$ cat src/pkg/lscu_pkg.sv
// package: states, timing constants, wishbone map and carriers for link fsm
package lscu_pkg;
  localparam int CLK_HZ = 50_000_000;
  localparam int CLK_NS = 20;
  // times in their own unit, counts derived from the clock rate
  localparam int T_RXGAP_MS = 1;
  localparam int T_TXIDLE_US = 10;
  localparam int T_PING_MS = 300;
  localparam int T_PORTCFG_US = 20;
  localparam int RXGAP_CYC = T_RXGAP_MS * (CLK_HZ / 1000);
  localparam int TXIDLE_CYC = T_TXIDLE_US * (CLK_HZ / 1000000);
  localparam int PING_CYC = T_PING_MS * (CLK_HZ / 1000);
  localparam int PORTCFG_CYC = T_PORTCFG_US * (CLK_HZ / 1000000);
  // header response limits in ns, least cycles rounded down
  localparam int HPR_G1X1_NS = 2540;
  localparam int HPR_G2X1_NS = 1610;
  localparam int HPR_G1X2_NS = 2270;
  localparam int HPR_G2X2_NS = 1355;
  localparam int HPR_G1X1_CYC = HPR_G1X1_NS / CLK_NS;
  localparam int HPR_G2X1_CYC = HPR_G2X1_NS / CLK_NS;
  localparam int HPR_G1X2_CYC = HPR_G1X2_NS / CLK_NS;
  localparam int HPR_G2X2_CYC = HPR_G2X2_NS / CLK_NS;
  localparam int HPR_W = 8;
  localparam logic [HPR_W-1:0] HPR_ZERO = 8'h00;
  localparam logic [HPR_W-1:0] HPR_ONE = 8'h01;
  localparam int U3_FAIL_MAX = 3;
  localparam int PHP_TO_MAX = 4;
  localparam logic [2:0] CNT3_ZERO = 3'h0;
  localparam logic [2:0] CNT3_ONE = 3'h1;
  localparam int PAT_W = 4;
  localparam logic [PAT_W-1:0] PAT_FIRST = 4'h0;
  localparam logic [PAT_W-1:0] PAT_ONE = 4'h1;
  localparam logic [PAT_W-1:0] PAT_LAST_DEF = 4'hF;
  localparam int U2T_W = 16;
  localparam logic [U2T_W-1:0] U2T_ZERO = 16'h0000;
  // wishbone register map, byte addresses
  localparam logic [7:0] ADR_CTRL = 8'h00;
  localparam logic [7:0] ADR_STAT = 8'h04;
  localparam logic [7:0] ADR_U2T = 8'h08;
  localparam int CTRL_CMPEN = 0;
  localparam int CTRL_GEN2 = 1;
  localparam int CTRL_X2 = 2;
  localparam logic [31:0] CTRL_RST = 32'h0000_0000;
  localparam logic [31:0] U2T_RST = 32'h0000_0000;
  localparam logic [31:0] RD_ZERO = 32'h0000_0000;

  typedef enum logic [3:0] {
    LS_IDLE, LS_COMPL, LS_U0, LS_U1, LS_U2, LS_U3,
    LS_RXDET, LS_RECOV, LS_INACT, LS_DISAB
  } lscu_state_t;

  // rx events, one-cycle pulses from the link layer
  typedef struct packed {
    logic lcmd;
    logic pkt;
    logic hp;
    logic lgo;
    logic ts1;
    logic ping_cfg;
    logic warm_det;
    logic link_err;
    logic php_to;
    logic pcap;
  } lscu_rx_t;

  // directed commands and handshake results, pulses
  typedef struct packed {
    logic to_compl;
    logic to_u0;
    logic recov;
    logic disab;
    logic inact;
    logic warm;
    logic u1_done;
    logic u2_done;
    logic u3_done;
    logic u3_fail;
    logic php_clr;
  } lscu_dir_t;

  typedef struct packed {
    logic ldn;
    logic lup;
    logic lgood;
    logic lau;
  } lscu_tx_t;
endpackage : lscu_pkg

$ cat src/hdl/lscu_top.sv
// file: link state machine slice for compliance, u0 and u1 entry
`timescale 1ns/100ps
module lscu_top
  import lscu_pkg::*;
#(
  parameter int RXGAP_N = RXGAP_CYC,
  parameter int TXIDLE_N = TXIDLE_CYC,
  parameter int PING_N = PING_CYC,
  parameter int PORTCFG_N = PORTCFG_CYC,
  parameter logic [PAT_W-1:0] PAT_LAST = PAT_LAST_DEF
) (
  input wire logic CLOCK,
  input wire logic RST_N,
  input wire logic DOWNSTREAM,
  input wire lscu_pkg::lscu_rx_t RX_EV,
  input wire lscu_pkg::lscu_dir_t DIR_EV,
  input wire logic TX_BUSY,
  input wire logic U2_EXPIRED,
  input wire logic WB_CYC,
  input wire logic WB_STB,
  input wire logic WB_WE,
  input wire logic [7:0] WB_ADR,
  input wire logic [3:0] WB_SEL,
  input wire logic [31:0] WB_DAT_I,
  output logic [31:0] WB_DAT_O,
  output logic WB_ACK,
  output lscu_pkg::lscu_state_t LINK_STATE,
  output logic [PAT_W-1:0] PATTERN,
  output lscu_pkg::lscu_tx_t TX_REQ,
  output logic U2_TMR_RUN,
  output logic [U2T_W-1:0] U2_TIMEOUT
);
  localparam int TW = 25;
  localparam int HPR_SLACK = 3;
  localparam int HPR_MAX_K = HPR_G1X1_CYC - 1;

  lscu_state_t st, next_st;
  logic [PAT_W-1:0] pat, next_pat;
  logic [2:0] u3_fails, next_u3_fails;
  logic [2:0] php_cnt, next_php_cnt;
  logic cfg_done, next_cfg_done;
  logic u2_run, next_u2_run;
  lscu_tx_t tx, next_tx;
  logic hp_pend, next_hp_pend;
  logic lgo_pend, next_lgo_pend;
  logic [HPR_W-1:0] hp_age, next_hp_age;
  logic [HPR_W-1:0] hp_lim;
  logic [31:0] ctrl, u2t, stat, wb_dat;
  logic wb_ack;
  logic in_u0, in_u1, gap_exp, idle_exp, ping_exp, cfg_exp;
  logic idle_run, u1_entry;

  lscu_wb u_wb (
    .clk(CLOCK),
    .rst_n(RST_N),
    .cyc(WB_CYC),
    .stb(WB_STB),
    .we(WB_WE),
    .adr(WB_ADR),
    .sel(WB_SEL),
    .dat_w(WB_DAT_I),
    .stat(stat),
    .dat_r(wb_dat),
    .ack(wb_ack),
    .ctrl(ctrl),
    .u2t(u2t)
  );

  // status: state, pattern, failure counters, config flag
  assign stat = {16'h0000, 1'h0, cfg_done, php_cnt, u3_fails, pat, st};

  assign in_u0 = (st == LS_U0);
  assign in_u1 = (st == LS_U1);
  assign u1_entry = (next_st == LS_U1) && !in_u1;
  // counts only while the transmitter is in logical idle
  assign idle_run = in_u0 && !TX_BUSY;

  // gap restarts on a link command; upstream also on packets
  lscu_tmr #(.W(TW)) u_gap (
    .clk(CLOCK),
    .rst_n(RST_N),
    .run(in_u0),
    .restart(RX_EV.lcmd || (!DOWNSTREAM && RX_EV.pkt)),
    .load(TW'(RXGAP_N)),
    .expired(gap_exp)
  );

  lscu_tmr #(.W(TW)) u_idle (
    .clk(CLOCK),
    .rst_n(RST_N),
    .run(idle_run),
    .restart(1'b0),
    .load(TW'(TXIDLE_N)),
    .expired(idle_exp)
  );

  // restarted on every ping from the configuration lane
  lscu_tmr #(.W(TW)) u_ping (
    .clk(CLOCK),
    .rst_n(RST_N),
    .run(in_u1 && DOWNSTREAM),
    .restart(RX_EV.ping_cfg),
    .load(TW'(PING_N)),
    .expired(ping_exp)
  );

  lscu_tmr #(.W(TW)) u_cfg (
    .clk(CLOCK),
    .rst_n(RST_N),
    .run(in_u0 && !cfg_done),
    .restart(1'b0),
    .load(TW'(PORTCFG_N)),
    .expired(cfg_exp)
  );

  // pend flop, output flop and a strict limit cost three budget cycles
  always_comb begin
    unique case ({ctrl[CTRL_X2], ctrl[CTRL_GEN2]})
      2'b00: hp_lim = HPR_W'(HPR_G1X1_CYC - HPR_SLACK);
      2'b01: hp_lim = HPR_W'(HPR_G2X1_CYC - HPR_SLACK);
      2'b10: hp_lim = HPR_W'(HPR_G1X2_CYC - HPR_SLACK);
      2'b11: hp_lim = HPR_W'(HPR_G2X2_CYC - HPR_SLACK);
    endcase
  end

  always_comb begin
    next_st = st;
    next_pat = pat;
    next_u3_fails = u3_fails;
    next_php_cnt = php_cnt;
    next_cfg_done = cfg_done;
    unique case (st)
      LS_IDLE, LS_RXDET, LS_RECOV, LS_INACT, LS_DISAB: begin
        // compliance entry for downstream only when enabled
        if (DIR_EV.to_compl && (!DOWNSTREAM || ctrl[CTRL_CMPEN])) begin
          next_st = LS_COMPL;
          next_pat = PAT_FIRST;
        end else if (DIR_EV.to_u0) begin
          next_st = LS_U0;
        end
      end
      LS_COMPL: begin
        if (DOWNSTREAM ? DIR_EV.warm : RX_EV.warm_det) begin
          next_st = LS_RXDET;
        end else if (DOWNSTREAM && DIR_EV.disab) begin
          next_st = LS_DISAB;
        end else if (RX_EV.ping_cfg) begin
          // wrap after the final pattern
          next_pat = (pat == PAT_LAST) ? PAT_FIRST : pat + PAT_ONE;
        end
      end
      LS_U0: begin
        if (RX_EV.php_to) begin
          next_php_cnt = php_cnt + CNT3_ONE;
        end else if (DIR_EV.php_clr) begin
          next_php_cnt = CNT3_ZERO;
        end
        if (RX_EV.pcap) begin
          next_cfg_done = 1'b1;
        end
        if (DIR_EV.u3_done) begin
          next_u3_fails = CNT3_ZERO;
        end else if (DIR_EV.u3_fail) begin
          next_u3_fails = u3_fails + CNT3_ONE;
        end
        if (DOWNSTREAM ? DIR_EV.warm : RX_EV.warm_det) begin
          next_st = LS_RXDET;
        end else if (DIR_EV.disab) begin
          next_st = LS_DISAB;
        end else if (DOWNSTREAM && DIR_EV.inact) begin
          next_st = LS_INACT;
        end else if (cfg_exp) begin
          next_st = DOWNSTREAM ? LS_INACT : LS_DISAB;
        end else if (RX_EV.php_to
                     && php_cnt == 3'(PHP_TO_MAX - 1)) begin
          next_st = LS_INACT;
        end else if (DOWNSTREAM && DIR_EV.u3_fail
                     && u3_fails == 3'(U3_FAIL_MAX - 1)) begin
          next_st = LS_INACT;
        end else if (RX_EV.php_to || RX_EV.ts1 || RX_EV.link_err
                     || DIR_EV.recov || gap_exp) begin
          // gap expiry covers both port roles
          next_st = LS_RECOV;
        end else if (DIR_EV.u1_done) begin
          next_st = LS_U1;
        end else if (DIR_EV.u2_done) begin
          next_st = LS_U2;
        end else if (DIR_EV.u3_done) begin
          next_st = LS_U3;
        end
      end
      LS_U1: begin
        if (DOWNSTREAM && DIR_EV.disab) begin
          next_st = LS_DISAB;
        end else if (DOWNSTREAM ? (DIR_EV.warm || ping_exp)
                                : RX_EV.warm_det) begin
          next_st = LS_RXDET;
        end else if (U2_EXPIRED && u2_run) begin
          next_st = LS_U2;
        end else if (DIR_EV.recov) begin
          next_st = LS_RECOV;
        end
      end
      LS_U2, LS_U3: begin
        if (DIR_EV.disab) begin
          next_st = LS_DISAB;
        end else if (DIR_EV.warm || RX_EV.warm_det) begin
          next_st = LS_RXDET;
        end else if (DIR_EV.recov) begin
          next_st = LS_RECOV;
        end
      end
    endcase
    if (next_st == LS_RXDET || next_st == LS_DISAB
        || next_st == LS_INACT) begin
      next_cfg_done = 1'b0;
      next_php_cnt = CNT3_ZERO;
    end
  end

  // u2 inactivity timer starts on u1 entry if timeout nonzero
  always_comb begin
    next_u2_run = u2_run;
    if (u1_entry) begin
      next_u2_run = (u2t[U2T_W-1:0] != U2T_ZERO);
    end else if (next_st != LS_U1) begin
      next_u2_run = 1'b0;
    end
  end

  // one keep-alive per expiry; header answers within budget, lgo ones too unless queued behind a header answer
  always_comb begin
    next_tx = '0;
    next_hp_pend = hp_pend;
    next_lgo_pend = lgo_pend;
    next_hp_age = hp_age;
    if (idle_exp) begin
      next_tx.ldn = DOWNSTREAM;
      next_tx.lup = !DOWNSTREAM;
    end
    if (RX_EV.hp && in_u0) begin
      next_hp_pend = 1'b1;
    end
    if (RX_EV.lgo && in_u0) begin
      next_lgo_pend = 1'b1;
    end
    if (hp_pend || lgo_pend) begin
      next_hp_age = hp_age + HPR_ONE;
    end
    // answer as soon as the transmitter is free or budget runs out
    if (hp_pend && (!TX_BUSY || hp_age >= hp_lim)) begin
      next_tx.lgood = 1'b1;
      next_hp_pend = RX_EV.hp && in_u0;
      next_hp_age = HPR_ZERO;
    end else if (lgo_pend && (!TX_BUSY || hp_age >= hp_lim)) begin
      next_tx.lau = 1'b1;
      next_lgo_pend = RX_EV.lgo && in_u0;
      next_hp_age = HPR_ZERO;
    end
    if (!in_u0) begin
      next_hp_pend = 1'b0;
      next_lgo_pend = 1'b0;
      next_hp_age = HPR_ZERO;
    end
  end

  always_ff @(posedge CLOCK) begin
    if (!RST_N) begin
      st <= LS_IDLE;
      pat <= PAT_FIRST;
      u3_fails <= CNT3_ZERO;
      php_cnt <= CNT3_ZERO;
      cfg_done <= 1'b0;
      u2_run <= 1'b0;
      tx <= '0;
      hp_pend <= 1'b0;
      lgo_pend <= 1'b0;
      hp_age <= HPR_ZERO;
      LINK_STATE <= LS_IDLE;
      PATTERN <= PAT_FIRST;
      TX_REQ <= '0;
      U2_TMR_RUN <= 1'b0;
      U2_TIMEOUT <= U2T_ZERO;
      WB_DAT_O <= RD_ZERO;
      WB_ACK <= 1'b0;
    end else begin
      st <= next_st;
      pat <= next_pat;
      u3_fails <= next_u3_fails;
      php_cnt <= next_php_cnt;
      cfg_done <= next_cfg_done;
      u2_run <= next_u2_run;
      tx <= next_tx;
      hp_pend <= next_hp_pend;
      lgo_pend <= next_lgo_pend;
      hp_age <= next_hp_age;
      LINK_STATE <= next_st;
      PATTERN <= next_pat;
      TX_REQ <= next_tx;
      U2_TMR_RUN <= next_u2_run;
      U2_TIMEOUT <= u2t[U2T_W-1:0];
      WB_DAT_O <= wb_dat;
      WB_ACK <= wb_ack;
    end
  end
endmodule : lscu_top

$ cat src/hdl/lscu_tmr.sv
// file: restartable down-counting timer with expiry pulse
`timescale 1ns/100ps
module lscu_tmr #(
  parameter int W = 25
) (
  input wire logic clk,
  input wire logic rst_n,
  input wire logic run,
  input wire logic restart,
  input wire logic [W-1:0] load,
  output logic expired
);
  logic [W-1:0] cnt, next_cnt;
  logic next_expired;
  logic zero;

  assign zero = (cnt == '0);

  always_comb begin
    next_cnt = cnt;
    next_expired = 1'b0;
    if (restart || !run) begin
      next_cnt = load;
    end else if (!zero) begin
      next_cnt = cnt - 1'b1;
      next_expired = (cnt == {{(W-1){1'b0}}, 1'b1});
    end
  end

  always_ff @(posedge clk) begin
    if (!rst_n) begin
      cnt <= '0;
      expired <= 1'b0;
    end else begin
      cnt <= next_cnt;
      expired <= next_expired;
    end
  end
endmodule : lscu_tmr

$ cat src/hdl/lscu_wb.sv
// file: wishbone classic slave holding control and u2 timeout registers
`timescale 1ns/100ps
module lscu_wb
  import lscu_pkg::*;
(
  input wire logic clk,
  input wire logic rst_n,
  input wire logic cyc,
  input wire logic stb,
  input wire logic we,
  input wire logic [7:0] adr,
  input wire logic [3:0] sel,
  input wire logic [31:0] dat_w,
  input wire logic [31:0] stat,
  output logic [31:0] dat_r,
  output logic ack,
  output logic [31:0] ctrl,
  output logic [31:0] u2t
);
  logic [31:0] next_ctrl, next_u2t, next_dat_r;
  logic next_ack, ack_d, next_ack_d;
  logic take;

  function automatic logic [31:0] merge(input logic [31:0] old,
                                        input logic [31:0] nw,
                                        input logic [3:0] be);
    logic [31:0] r;
    r = old;
    for (int i = 0; i < 4; i++) begin
      if (be[i]) r[8*i +: 8] = nw[8*i +: 8];
    end
    return r;
  endfunction : merge

  // the top registers ack once more; blocking two cycles keeps a master
  // that holds its request until that ack from being taken twice
  assign take = cyc && stb && !ack && !ack_d;

  always_comb begin
    next_ctrl = ctrl;
    next_u2t = u2t;
    next_dat_r = RD_ZERO;
    next_ack = take;
    next_ack_d = ack;
    if (take && we) begin
      if (adr == ADR_CTRL) next_ctrl = merge(ctrl, dat_w, sel);
      if (adr == ADR_U2T) next_u2t = merge(u2t, dat_w, sel);
    end else if (take) begin
      unique case (adr)
        ADR_CTRL: next_dat_r = ctrl;
        ADR_STAT: next_dat_r = stat;
        ADR_U2T: next_dat_r = u2t;
        default: next_dat_r = RD_ZERO;
      endcase
    end
  end

  always_ff @(posedge clk) begin
    if (!rst_n) begin
      ctrl <= CTRL_RST;
      u2t <= U2T_RST;
      dat_r <= RD_ZERO;
      ack <= 1'b0;
      ack_d <= 1'b0;
    end else begin
      ctrl <= next_ctrl;
      u2t <= next_u2t;
      dat_r <= next_dat_r;
      ack <= next_ack;
      ack_d <= next_ack_d;
    end
  end
endmodule : lscu_wb

$ cat config.mk
export PLATFORM = sky130hd
export DESIGN_NAME = lscu_top
export DESIGN_NICKNAME = d
export VERILOG_FILES = /design/src/pkg/lscu_pkg.sv /design/src/hdl/lscu_top.sv /design/src/hdl/lscu_tmr.sv /design/src/hdl/lscu_wb.sv
export SDC_FILE = /design/constraint.sdc
export NUM_CORES = 1
export LEC_CHECK = 0
export ABC_AREA = 1
export BUFFER_PORTS_ARGS = -buffer_cell sky130_fd_sc_hd__buf_4
export CAP_MARGIN = 10
export CORE_ASPECT_RATIO = 1.2
export CORE_UTILIZATION = 63
export CTS_CLUSTER_SIZE = 10
export DETAILED_ROUTE_END_ITERATION = 7
export GPL_TIMING_DRIVEN = 0
export PLACE_DENSITY = 0.85
export RECOVER_POWER = 100
export SKIP_CTS_REPAIR_TIMING = 1
export SYNTH_ARGS = -nofsm -noshare
export SYNTH_HDL_FRONTEND = slang
export SYNTH_SLANG_ARGS = --single-unit
$ cat constraint.sdc
create_clock -name CLOCK -period 4.1 [get_ports CLOCK]
set_input_delay 0.82 -clock CLOCK [delete_from_list [all_inputs] [get_ports CLOCK]]
set_output_delay 0.82 -clock CLOCK [all_outputs]
set_load 0.03 [all_outputs]
==> impl_metrics.csv <==
group,metric,value,unit
run_status,violations,"capacitance limit, slew limit",
cts,insertion_delay,0.55,ns
timing,rsz0062_at_grt,"false",
detailed_routing,drt_pass1_iterations,8,
floorplanning,dieArea,20300,sq um
grt,antenna_found_initial,1,
layout,area_growth,14.2,%
power_and_ir_drop,p_per_area,457,nW/um^2
setup_path,r2r_start,"u_wb.ack$_SDFF_PN0_",
timing,skew,0.0192,ns
timing,relSlewSlack,-0.130,
cts,cts.sinks,280,
setup_path,critPathArrivalTime,3.64,ns
timing,drv_slew,8,
synth,netlist_instances,1735,
synth,synth_fa_ha_area_frac,0.0201,
detailed_routing,drc_errors,0,
run,cap_violations,1,
synth,syn-cell-area,12400,sq um
setup_path,end_kind,"flip-flop",
layout,stdcell_count,2157,
synth,avgSynthCellArea,7.17,sq um
hold_path,hp-start,"u_wb.dat_r[25]$_SDFF_PP0_",
synth,synth.area.top_cells,"dfxtp_1 (45%), nor2_1 (11%), nand2_1 (9.1%)",
setup_path,critPathLaunch,"WB_ADR[1]",
detailed_routing,routed_wl,33300,um
synth,ys_top_cells_by_count,"nor2_1 (351), nand2_1 (303), dfxtp_1 (280), inv_1 (224), o21ai_0 (108)",
grt,grt_overflow_total,0,
timing,setup-violations-final,0,
power_and_ir_drop,intPower,4.52,mW
power_and_ir_drop,p_leak,6.60,nW
synth,synth_simple_gate_area_frac,0.301,
grt,grt_max_degree,16,
layout,drive_gt1_frac,0.0711,
synth,synth_most_common_cell,"nor2_1",
floorplanning,pin_count,135,
layout,nets,1994,
synth,synth_ff_type,"dfxtp_1",
synth,yosys_warnings,0,
synth,yosysTopAreaCellShare,0.450,
place,dp.cells,2124,
synth,synth-edff-count,0,
timing,finalSetupTns,0,ns
setup_path,max_stage_delay,1.27,ns
cts,cts_buffers,31,
grt,grt_pass1_wl,53900,um
timing,timing.final.ws_setup,0.954,ns
power_and_ir_drop,p_sw,1.98,mW
detailed_routing,drt-wirelength-per-cell,15.4,um
setup_path,cp.required,4.59,ns
timing,final_hold_viol_count,0,
power_and_ir_drop,combPwrFrac,0.191,
cts,cts_max_level,1,
timing,period_share,0.767,
synth,ys_async_sr_fraction,0,
grt,grt_pass1_vias,11500,
cts,cts.path.max_buffers,3,
setup_path,crit_chain,"clkbuf_4, nor2_2, inv_1, nor2_2, nand2_2, inv_2, a21oi_1, nor4_1, clkbuf_1, nand2_1, inv_1",
floorplanning,core_area,19100,sq um
cts,cts_tree,"done",
floorplanning,die_y,156,um
cts,clk_pin_slew,0.05,ns
place,port_buffers,133,
synth,synth.area.mux_share,0,
synth,synth_xor_xnor_area_share,0.0289,
synth,synth_fp_nets,1828,
detailed_routing,viasPerCell,5.56,
timing,max_freq,318,MHz
synth,synth_top_family_by_area,"simple AND/OR/NAND/NOR gates",
setup_path,cpMaxStageDelayCell,"nor4_1",
synth,synth_compound_area_frac,0.117,
power_and_ir_drop,pwr-share-seq,0.452,
power_and_ir_drop,ir_worst_vdd,399,uV
timing,worst_pin_slew,1.68,ns
synth,yosys.area.top_type,"dfxtp_1",
detailed_routing,drt_iter0_drc,1015,
cts,clockRootBuffer,"clkbuf_16",
power_and_ir_drop,swShare,0.304,
run_status,status,"complete, but fails checks",
synth,synth_cell_types,45,
power_and_ir_drop,pwr-share-clk,0.357,
synth,ys_seq_area_frac,0.450,
detailed_routing,drtAntennaViolNets,0,
setup_path,cp-start-kind,"input port",
hold_path,hold_class,"reg -> reg",
detailed_routing,num_vias,12000,
synth,synth_seq_cells,280,
setup_path,worst-path-max-fanout,10,
floorplanning,initial_core_util,0.651,
timing,holdWs,0.406,ns
floorplanning,rows,55,
place,place_ws,1.33,ns
place,dp_hpwl,24200,um
grt,grt_usage,0.332,
floorplanning,fp.dieW,130,um
setup_path,path_class,"in -> reg",
timing,fin_crit,3.15,ns
place,gp_congestion,0.941,
-- critical path, delay by kind of cell --
| family | cells | cell delay (ns) |
|---|---|---|
| AOI/OAI and AO/OA | 1 | 0.05 |
| buffers and inverters | 5 | 0.90 |
| and+or+nand+nor | 5 | 1.86 |
-- per-layer routing --
layer	share of wire	track usage	wire length (um)	up-vias
met3	0.076	0.0453	2530	118
met1	0.39	0.390	13100	5440
met5	0	0	0	-
met2	0.48	0.579	16000	548
met4	0.049	0.180	1640	0
li1	-	-	-	5881
-- cell type report --
type                       count  area [sq um]
antenna                        1          2.50
buffer                        38           149
clock buffer                  31           776
clock inverter                 1          8.76
fill                        1581          4920
inverter                     232           871
multi-input combinational   1185          5720
sequential                   280          5610
tap                          256           320
timing repair buffer         133           766
-- metrics by stage --
stage / instance area [sq um] / util / total power, mW
finish: 14200 / 0.743 / 6.49
detailed placement: 13800 / 0.720 / 4.23
global placement: 13800 / 0.720 / 4.19
global route: 14200 / 0.743 / 6.77
floorplan: 12400 / - / 3.84
CTS: 14600 / 0.761 / 6.52
-- logic make-up (layout without fill, tap and decap cells) --
group / Yosys count / count (layout)
buffers and inverters: 270 / 435
xor gates and xnor gates: 41 / 41
and+or+nand+nor: 867 / 867
DFF: 280 / 280
AOI/OAI and AO/OA: 257 / 257
adders and majority gates: 20 / 20
other: 0 / 1
-- state kept, by name, indices dropped and copies added, names as in the netlist, 3 cells and up --
signal	flops
WB_DAT_O	32
u_wb.ctrl	32
u_wb.dat_r	32
u_wb.u2t	32
u_cfg.cnt	25
u_gap.cnt	25
u_idle.cnt	25
u_ping.cnt	25
U2_TIMEOUT	16
hp_age	8
TX_REQ	4
pat	4
st	4
php_cnt	3
u3_fails	3
-- worst paths after layout --
check,cells past startpoint,slack [ns],endpoint
hold / removal,2,0.41,WB_DAT_O[25]$_SDFF_PN0_
hold reg to reg,2,0.41,WB_DAT_O[25]$_SDFF_PN0_
setup / recovery,11,0.95,u_wb.dat_r[11]$_SDFF_PP0_
setup reg to reg,7,1.25,u_wb.dat_r[11]$_SDFF_PP0_
-- power groups by stage --
stage | sequential [mW] | clock [mW] | combinational [mW]
6_report | 2.93 | 2.32 | 1.24
5_1_grt | 2.94 | 2.45 | 1.39
4_1_cts | 2.93 | 2.33 | 1.26
3_5_place_dp | 2.98 | 0 | 1.24
3_3_place_gp | 2.98 | 0 | 1.21
2_1_floorplan | 3.00 | 0 | 0.832
-- cell usage in the layout (no fill, tap or decap), types with 3 or more instances in the layout --
master       n
buf_4       70
nand2_2      4
clkbuf_16   31
inv_1      229
a22oi_1     18
o21bai_1     3
inv_2        3
a21boi_0     3
nand3_1     59
a211oi_1     4
o21ai_0    108
nand4_1     26
dfxtp_1    280
buf_2        5
or2_2        6
and3_1       4
ha_1        20
nor3_1      53
nor2_2       9
clkbuf_1    95
xor2_1      30
nor2_1     361
o221ai_1    11
o21a_1       7
o211ai_1     3
nor4_1      14
xnor2_1     11
a31oi_1     13
a21oi_1     78
nand3b_1     8
nor3b_1      5
nand2_1    308
Note: power is estimated with default switching activity, not from simulation.
